==> src/rtl/hmvf_consts.vh <==
// How it works
// - Match first tag on frame bytes 13-14
// - First-tag frame allows 1522 bytes maximum
// - Match second tag on same bytes
// - Second-tag frame allows 1538 bytes maximum
// - Tag fields low 16 bits, reset ffff
// - Equal tags: first wins, 1522 bytes
// - Filter words loaded through one indexed port
// - Any reset returns filter pointer to zero
// - Pointer wraps after eight words
// - Filter port is write-only, reads zero
`ifndef HMVF_CONSTS_VH
`define HMVF_CONSTS_VH
`define HMVF_IDX_TAG1 4'h9
`define HMVF_IDX_TAG2 4'ha
`define HMVF_IDX_WUFF 4'hb
`define HMVF_IDX_CTRL 4'hd
`define HMVF_IDX_STAT 4'he
`define HMVF_IDX_PTR 4'hf
`define HMVF_IDX_MSB 5
`define HMVF_IDX_LSB 2
`define HMVF_WUFF_N 8
`define HMVF_TAG_RST 16'hffff
`define HMVF_LEN_UNTAG 11'd1518
`define HMVF_LEN_TAG1 11'd1522
`define HMVF_LEN_TAG2 11'd1538
`define HMVF_TYPE_HI 11'd12
`define HMVF_TYPE_LO 11'd13
`define HMVF_WUFF_LAST 3'h7
`define HMVF_RESP_OK 2'b00
`define HMVF_RESP_DEC 2'b11
`define HMVF_FIFO_W 9
`define HMVF_FIFO_D 32
`define HMVF_FIFO_AW 5
`endif

==> src/rtl/hmvf_top.v <==
`timescale 1ns/100ps
`include "hmvf_consts.vh"
module hmvf_top (
  input wire aclk,
  input wire aresetn,
  input wire ce,
  input wire soft_rst,
  input wire [5:0] s_axi_awaddr,
  input wire s_axi_awvalid,
  output reg s_axi_awready,
  input wire [31:0] s_axi_wdata,
  input wire [3:0] s_axi_wstrb,
  input wire s_axi_wvalid,
  output reg s_axi_wready,
  output reg [1:0] s_axi_bresp,
  output reg s_axi_bvalid,
  input wire s_axi_bready,
  input wire [5:0] s_axi_araddr,
  input wire s_axi_arvalid,
  output reg s_axi_arready,
  output reg [31:0] s_axi_rdata,
  output reg [1:0] s_axi_rresp,
  output reg s_axi_rvalid,
  input wire s_axi_rready,
  input wire [7:0] rx_data,
  input wire rx_last,
  input wire rx_valid,
  output reg rx_ready,
  output reg [7:0] fab_data,
  output reg fab_last,
  output reg fab_valid,
  input wire fab_ready,
  output reg fab_too_long,
  output reg fab_tag1,
  output reg fab_tag2,
  output reg [255:0] wake_filter_words
);
  // Registers
  reg [15:0] first_tag_value_q;
  reg [15:0] second_tag_value_q;
  reg [2:0] wuff_ptr_q;
  reg chk_en_q;
  reg [15:0] long_cnt_q;
  reg [15:0] frame_cnt_q;
  // AXI write state
  reg aw_held_q;
  reg w_held_q;
  reg [3:0] aw_idx_q;
  reg [31:0] w_data_q;
  reg [3:0] w_strb_q;
  // Byte addresses; the two low bits are ignored, words only
  wire [3:0] aw_idx = s_axi_awaddr[`HMVF_IDX_MSB:`HMVF_IDX_LSB];
  wire [3:0] ar_idx = s_axi_araddr[`HMVF_IDX_MSB:`HMVF_IDX_LSB];
  wire [3:0] wr_idx = s_axi_awvalid && s_axi_awready ? aw_idx
    : aw_idx_q;
  wire [31:0] wr_dat = s_axi_wvalid && s_axi_wready ? s_axi_wdata
    : w_data_q;
  wire [3:0] wr_stb = s_axi_wvalid && s_axi_wready ? s_axi_wstrb
    : w_strb_q;
  wire aw_have = aw_held_q || (s_axi_awvalid && s_axi_awready);
  wire w_have = w_held_q || (s_axi_wvalid && s_axi_wready);
  wire wr_go = aw_have && w_have && !s_axi_bvalid;
  wire wr_map = (wr_idx == `HMVF_IDX_TAG1) || (wr_idx == `HMVF_IDX_TAG2)
    || (wr_idx == `HMVF_IDX_WUFF) || (wr_idx == `HMVF_IDX_CTRL);
  wire ptr_rst = !aresetn || soft_rst;
  // Rx framing and the FIFO
  wire fifo_in_ready;
  wire [8:0] fifo_out;
  wire fifo_out_valid;
  reg fifo_pop;
  reg [10:0] byte_cnt_q;
  reg [7:0] type_hi_q;
  reg tag1_q;
  reg tag2_q;
  reg [10:0] max_len_q;
  wire rx_take = rx_valid && rx_ready;
  wire [15:0] type_word = {type_hi_q, rx_data};
  wire hit1 = (type_word == first_tag_value_q);
  wire hit2 = (type_word == second_tag_value_q);
  // One writer per filter slot; the pointer picks which one fires
  genvar gi;
  generate
    for (gi = 0; gi < `HMVF_WUFF_N; gi = gi + 1)
    begin : g_wf
      always @(posedge aclk)
      begin
        if (!aresetn)
          wake_filter_words[gi*32 +: 32] <= 32'h00000000;
        else if (ce && wr_go && wr_idx == `HMVF_IDX_WUFF
                 && wuff_ptr_q == gi)
          wake_filter_words[gi*32 +: 32] <= wr_dat;
      end
    end
  endgenerate
  always @(posedge aclk)
  begin
    if (ptr_rst)
      wuff_ptr_q <= 3'h0;
    else if (ce && wr_go && wr_idx == `HMVF_IDX_WUFF)
      wuff_ptr_q <= (wuff_ptr_q == `HMVF_WUFF_LAST) ? 3'h0
        : wuff_ptr_q + 3'h1;
  end
  always @(posedge aclk)
  begin
    if (!aresetn)
    begin
      s_axi_awready <= 1'b0;
      s_axi_wready <= 1'b0;
      s_axi_bvalid <= 1'b0;
      s_axi_bresp <= `HMVF_RESP_OK;
      aw_held_q <= 1'b0;
      w_held_q <= 1'b0;
      aw_idx_q <= 4'h0;
      w_data_q <= 32'h00000000;
      w_strb_q <= 4'h0;
      first_tag_value_q <= `HMVF_TAG_RST;
      second_tag_value_q <= `HMVF_TAG_RST;
      chk_en_q <= 1'b1;
    end
    else if (ce)
    begin
      if (s_axi_bvalid && s_axi_bready)
        s_axi_bvalid <= 1'b0;
      if (wr_go)
      begin
        aw_held_q <= 1'b0;
        w_held_q <= 1'b0;
        s_axi_awready <= 1'b0;
        s_axi_wready <= 1'b0;
        s_axi_bvalid <= 1'b1;
        s_axi_bresp <= wr_map ? `HMVF_RESP_OK : `HMVF_RESP_DEC;
        if (wr_idx == `HMVF_IDX_TAG1)
        begin
          if (wr_stb[0])
            first_tag_value_q[7:0] <= wr_dat[7:0];
          if (wr_stb[1])
            first_tag_value_q[15:8] <= wr_dat[15:8];
        end
        if (wr_idx == `HMVF_IDX_TAG2)
        begin
          if (wr_stb[0])
            second_tag_value_q[7:0] <= wr_dat[7:0];
          if (wr_stb[1])
            second_tag_value_q[15:8] <= wr_dat[15:8];
        end
        if (wr_idx == `HMVF_IDX_CTRL && wr_stb[0])
          chk_en_q <= wr_dat[0];
      end
      else
      begin
        if (s_axi_awvalid && s_axi_awready)
        begin
          aw_held_q <= 1'b1;
          aw_idx_q <= aw_idx;
        end
        if (s_axi_wvalid && s_axi_wready)
        begin
          w_held_q <= 1'b1;
          w_data_q <= s_axi_wdata;
          w_strb_q <= s_axi_wstrb;
        end
        s_axi_awready <= !aw_have && !s_axi_bvalid && !s_axi_awready;
        s_axi_wready <= !w_have && !s_axi_bvalid && !s_axi_wready;
      end
    end
  end
  // Read channel: one-cycle accept, data in the next
  always @(posedge aclk)
  begin
    if (!aresetn)
    begin
      s_axi_arready <= 1'b0;
      s_axi_rvalid <= 1'b0;
      s_axi_rdata <= 32'h00000000;
      s_axi_rresp <= `HMVF_RESP_OK;
    end
    else if (ce)
    begin
      s_axi_arready <= 1'b0;
      if (s_axi_rvalid && s_axi_rready)
        s_axi_rvalid <= 1'b0;
      if (s_axi_arvalid && s_axi_arready)
      begin
        s_axi_rvalid <= 1'b1;
        s_axi_rresp <= `HMVF_RESP_OK;
        case (ar_idx)
          `HMVF_IDX_TAG1: s_axi_rdata <= {16'h0000, first_tag_value_q};
          `HMVF_IDX_TAG2: s_axi_rdata <= {16'h0000, second_tag_value_q};
          `HMVF_IDX_WUFF: s_axi_rdata <= 32'h00000000;
          `HMVF_IDX_CTRL: s_axi_rdata <= {31'h0, chk_en_q};
          `HMVF_IDX_STAT: s_axi_rdata <= {frame_cnt_q, long_cnt_q};
          `HMVF_IDX_PTR: s_axi_rdata <= {29'h0, wuff_ptr_q};
          default:
          begin
            s_axi_rdata <= 32'h00000000;
            s_axi_rresp <= `HMVF_RESP_DEC;
          end
        endcase
      end
      else if (s_axi_arvalid && !s_axi_rvalid && !s_axi_arready)
        s_axi_arready <= 1'b1;
    end
  end
  // Receive classification
  always @(posedge aclk)
  begin
    if (!aresetn)
    begin
      byte_cnt_q <= 11'd0;
      type_hi_q <= 8'h00;
      tag1_q <= 1'b0;
      tag2_q <= 1'b0;
      max_len_q <= `HMVF_LEN_UNTAG;
      rx_ready <= 1'b0;
      long_cnt_q <= 16'h0000;
      frame_cnt_q <= 16'h0000;
    end
    else if (ce)
    begin
      // Registered ready lags the FIFO by a cycle, so it pauses after
      // each taken byte: half rate, but the FIFO can never overfill
      rx_ready <= fifo_in_ready && !rx_take;
      if (rx_take)
      begin
        if (byte_cnt_q == `HMVF_TYPE_HI)
          type_hi_q <= rx_data;
        if (byte_cnt_q == `HMVF_TYPE_LO)
        begin
          tag1_q <= hit1;
          tag2_q <= hit2 && !hit1;
          if (hit1)
            max_len_q <= `HMVF_LEN_TAG1;
          else if (hit2)
            max_len_q <= `HMVF_LEN_TAG2;
          else
            max_len_q <= `HMVF_LEN_UNTAG;
        end
        if (rx_last)
        begin
          byte_cnt_q <= 11'd0;
          // Short frames must not inherit the previous tag limit
          max_len_q <= `HMVF_LEN_UNTAG;
          frame_cnt_q <= frame_cnt_q + 16'h0001;
          if (chk_en_q && byte_cnt_q >= max_len_q)
            long_cnt_q <= long_cnt_q + 16'h0001;
        end
        else if (byte_cnt_q != 11'h7ff)
          byte_cnt_q <= byte_cnt_q + 11'd1;
      end
    end
  end
  // FIFO only sees bytes when ready was offered, so no byte is dropped
  hmvf_fifo #(
    .WIDTH(`HMVF_FIFO_W),
    .DEPTH(`HMVF_FIFO_D),
    .AW(`HMVF_FIFO_AW)
  ) u_fifo (
    .aclk(aclk),
    .aresetn(aresetn),
    .ce(ce),
    .in_data({rx_last, rx_data}),
    .in_valid(rx_take),
    .in_ready(fifo_in_ready),
    .out_data(fifo_out),
    .out_valid(fifo_out_valid),
    .out_ready(fifo_pop)
  );
  always @*
  begin
    fifo_pop = !fab_valid || fab_ready;
  end
  // Status flags reflect the latest classified frame
  always @(posedge aclk)
  begin
    if (!aresetn)
    begin
      fab_data <= 8'h00;
      fab_last <= 1'b0;
      fab_valid <= 1'b0;
      fab_too_long <= 1'b0;
      fab_tag1 <= 1'b0;
      fab_tag2 <= 1'b0;
    end
    else if (ce)
    begin
      fab_tag1 <= tag1_q;
      fab_tag2 <= tag2_q;
      // Sticky until the next frame starts, as the last byte clears the count
      if (rx_take)
        fab_too_long <= chk_en_q
          && (byte_cnt_q >= max_len_q
          || (fab_too_long && byte_cnt_q != 11'd0));
      if (fifo_pop)
      begin
        fab_valid <= fifo_out_valid;
        fab_data <= fifo_out[7:0];
        fab_last <= fifo_out[8];
      end
    end
  end
endmodule

==> src/rtl/hmvf_fifo.v <==
`timescale 1ns/100ps
module hmvf_fifo #(
  parameter WIDTH = 9,
  parameter DEPTH = 32,
  parameter AW = 5
) (
  input wire aclk,
  input wire aresetn,
  input wire ce,
  input wire [WIDTH-1:0] in_data,
  input wire in_valid,
  output wire in_ready,
  output reg [WIDTH-1:0] out_data,
  output reg out_valid,
  input wire out_ready
);
  reg [WIDTH-1:0] mem [0:DEPTH-1];
  reg [AW:0] wp_q;
  reg [AW:0] rp_q;
  wire empty = (wp_q == rp_q);
  wire full = (wp_q[AW] != rp_q[AW]) && (wp_q[AW-1:0] == rp_q[AW-1:0]);
  wire push = in_valid && !full;
  wire pop = !empty && (!out_valid || out_ready);
  assign in_ready = !full;
  always @(posedge aclk)
  begin
    if (ce && push)
      mem[wp_q[AW-1:0]] <= in_data;
  end
  // Registered read output acts as one extra slot
  always @(posedge aclk)
  begin
    if (!aresetn)
    begin
      wp_q <= {(AW+1){1'b0}};
      rp_q <= {(AW+1){1'b0}};
      out_valid <= 1'b0;
      out_data <= {WIDTH{1'b0}};
    end
    else if (ce)
    begin
      if (push)
        wp_q <= wp_q + 1'b1;
      if (pop)
      begin
        rp_q <= rp_q + 1'b1;
        out_data <= mem[rp_q[AW-1:0]];
        out_valid <= 1'b1;
      end
      else if (out_ready)
        out_valid <= 1'b0;
    end
  end
endmodule

==> config.mk <==
export PLATFORM = sky130hd
export DESIGN_NAME = hmvf_top
export DESIGN_NICKNAME = d
export VERILOG_FILES = /design/src/rtl/hmvf_top.v /design/src/rtl/hmvf_fifo.v
export VERILOG_INCLUDE_DIRS = /design/src /design/src/rtl
export SDC_FILE = /design/constraint.sdc
export NUM_CORES = 1
export LEC_CHECK = 0
export BUFFER_PORTS_ARGS = -buffer_cell sky130_fd_sc_hd__buf_2
export CAP_MARGIN = 20
export CORE_UTILIZATION = 30
export DETAILED_ROUTE_END_ITERATION = 7
export PLACE_DENSITY = 0.59
export SLEW_MARGIN = 10
export SYNTH_ARGS = -nofsm -noshare
export SYNTH_HDL_FRONTEND = slang
export SYNTH_SLANG_ARGS = --single-unit
==> constraint.sdc <==
create_clock -name aclk -period 5.9 [get_ports aclk]
set_clock_uncertainty 0.05 [all_clocks]
set_input_delay 1.18 -clock aclk [delete_from_list [all_inputs] [get_ports aclk]]
set_output_delay 1.18 -clock aclk [all_outputs]
set_load 0.01 [all_outputs]
==> flow_summary_export.csv <==
group,metric,value,unit
logic_synthesis,synth.area.top_cells,"dfxtp_1 31%, edfxtp_1 29%, mux2i_1 11%, mux4_2 4.1%, nand2_1 3.7%",
setup_path,cp-start-kind,"input pin",
global_routing,grt_max_degree,132,
detailed_routing,drc,0,
sta,setup_tns,0,ns
logic_synthesis,yosysTopAreaCell,"dfxtp_1",
placed_design,gp_congestion,0.8677,
detailed_routing,postRouteWirelength,88.46,mm
finish,multi_input_area,11170,um^2
clock_tree,cts-root-buf,"clkbuf_16",
finish,regArea,17940,um^2
logic_synthesis,synth_edf_count,288,
finish,layout_common_cells,"462 x dfxtp_1, 371 x buf_2, 332 x mux2i_1",
setup_path,cp.arrival,3.88,ns
setup_path,cp_max_fo,14,
sta,drv_slew,0,
sta,final-setup-viol-count,0,
logic_synthesis,ys_async_sr_fraction,0,%
clock_tree,cts_buffers,82,
logic_synthesis,ys_seq_area_share,60.03,%
placed_design,dp_hpwl,59.59,mm
clock_tree,cts.hold.buffers_added,0,
finish,layout.cells.most_common,"dfxtp_1",
logic_synthesis,syn-instance-count,2456,
setup_path,end_kind,"flip-flop",
sta,slew_headroom,29.40,%
clock_tree,path_clk_slew,0.06,ns
finish,area_growth,19.06,%
run,drv_cap,0,
sta,post-route-min-period,3.680,ns
logic_synthesis,synth.top_cell.area_share,31.09,%
global_routing,grt_usage,17.07,%
detailed_routing,drt_first_pass_iters,6,
logic_synthesis,syn_area,29880,um^2
power_and_ir_drop,vdd_ir_drop_max,0.0001979,V
logic_synthesis,syn_area_per_cell,12.17,um^2
finish,drive_gt1_share,21.78,%
detailed_routing,vias,20414,
global_routing,grt_pass1_wl,129.7,mm
sta,fmax,271.8,MHz
power_and_ir_drop,powerDensity,307.2,nW/um^2
die,die_y,317.6,um
finish,fill_cells,9621,
sta,post-route-period-util,62.37,%
detailed_routing,drt_iter0_markers,1739,
die,io_pins,379,
global_routing,antenna_found_initial,14,
die,start_util,30.32,%
logic_synthesis,ys.flop_type,"dfxtp_1",
die,die_w,317.6,um
detailed_routing,avgViaCountPerCell,4.936,
setup_path,crit_type,"in2reg",
sta,holdWs,0.4034,ns
die,coreArea,98560,um^2
logic_synthesis,synth_nets,2549,
die,dieArea,100900,um^2
global_routing,first_global_vias,19300,
clock_tree,cts_resized,0,
setup_path,ff2ff_setup_slack,2.32,ns
clock_tree,h-tree-depth,3,
outcome,status,"finished, final reports clean",
clock_tree,cts_num_sinks,752,
clock_tree,cts_buffer_depth,3,
power_and_ir_drop,power.leakage,14.47,nW
logic_synthesis,synth_cell_types,68,
clock_tree,cts_tree,"built",
die,row_count,115,
sta,hold_viol,0,
detailed_routing,antenna_left,0,
worst_hold_path,hold_path.class,"reg2reg",
detailed_routing,wl_per_cell,21.39,um
clock_tree,insertion_delay,0.65,ns
logic_synthesis,ys_ff_latch,752,
power_and_ir_drop,total_power,10.93,mW
sta,worstMarginPinSlew,1.054,ns
global_routing,grt_overflow,0,
clock_tree,cts_setup_buffers,0,
setup_path,cp.required,6.10,ns
placed_design,port_buffers,372,
sta,rsz0062_at_grt,"false",
logic_synthesis,ys_warn_count,0,
finish,nNetsFinal,2872,
==> layout make-up <==
| cell class | instances | area share (%) |
|---|---|---|
| antenna | 3 | 0.02110 |
| clock buffer | 115 | 6.436 |
| clock inverter | 36 | 0.9109 |
| inverter | 26 | 0.2884 |
| multi-input combinational | 1511 | 31.39 |
| sequential | 752 | 50.44 |
| tap | 1287 | 4.527 |
| timing repair buffer | 406 | 5.979 |
==> critical path, stage by stage <==
cell and delay, ns:
buf_2 0.30, nand3_1 0.33, a31oi_1 0.62, nand2_1 0.54
nor2_1 0.89
==> registers in the layout, summed over array words and instances (netlist names), 2 cells and up <==
name	cells
max_len_q	4
w_data_q	32
aw_idx_q	4
u_fifo.wp_q	6
byte_cnt_q	11
first_tag_value_q	16
w_strb_q	2
u_fifo.rp_q	6
type_hi_q	8
u_fifo.mem	288
s_axi_rdata	32
fab_data	8
u_fifo.out_data	9
wake_filter_words	256
wuff_ptr_q	3
frame_cnt_q	16
long_cnt_q	16
second_tag_value_q	16
==> stage by stage <==
step                setup slack, ns  area [um^2]  util [%]  instances
floorplan                     2.723        29880         -       2456
global placement              1.609        32950     33.43       3981
detailed placement            1.536        32950     33.43       3981
CTS                           2.226        35560     36.08       4132
global route                  2.106        35570     36.09       4134
finish                        2.220        35570     36.09       4136
==> power by group <==
part / switching, mW / total (mW) / internal, mW
logic: 0.314 / 0.459 / 0.145
registers: 0.0300 / 5.44 / 5.41
clock network: 2.13 / 5.03 / 2.90
total: 2.48 / 10.9 / 8.45
==> cells in the mapped netlist, types with 17 or more instances <==
cell type	count
a211oi_1	94
a21oi_1	37
a22o_1	21
a22oi_1	17
buf_2	30
clkbuf_1	115
dfxtp_1	464
edfxtp_1	288
ha_1	25
inv_1	25
mux2_2	18
mux2i_1	332
mux4_2	54
nand2_1	291
nand2b_1	24
nand3_1	26
nor2_1	232
o21ai_0	38
xor2_1	53
==> metal layers <==
metal  track usage (%)  vias up  wire [um]
li1                  -     9667          -
met1             22.77    10068      39620
met2             27.48      523      41190
met3             4.140      140       5522
met4             4.736       16       2039
met5                 0        -         98
==> cell families (layout without fill, tap and decap cells) <==
group           after synthesis  count (layout)  synth area share [%]
compound gates              328             328                 8.069
xor+xnor                     62              62                 1.817
fa+ha+maj                    25              25                 1.047
buf+inv                     193             583                 2.676
flops                       752             752                 60.03
mux                         404             404                 15.87
other cells                   0               3                     0
simple gates                692             692                 10.49
==> worst paths after layout <==
path                           from                     end  cells past startpoint
max                              ce       u_fifo.mem[13][4]                      5
min          wake_filter_words[170]  wake_filter_words[170]                      2
max reg2reg          u_fifo.rp_q[1]       u_fifo.mem[13][4]                      5
min reg2reg  wake_filter_words[170]  wake_filter_words[170]                      2
Note: power is estimated with default switching activity, not from simulation.
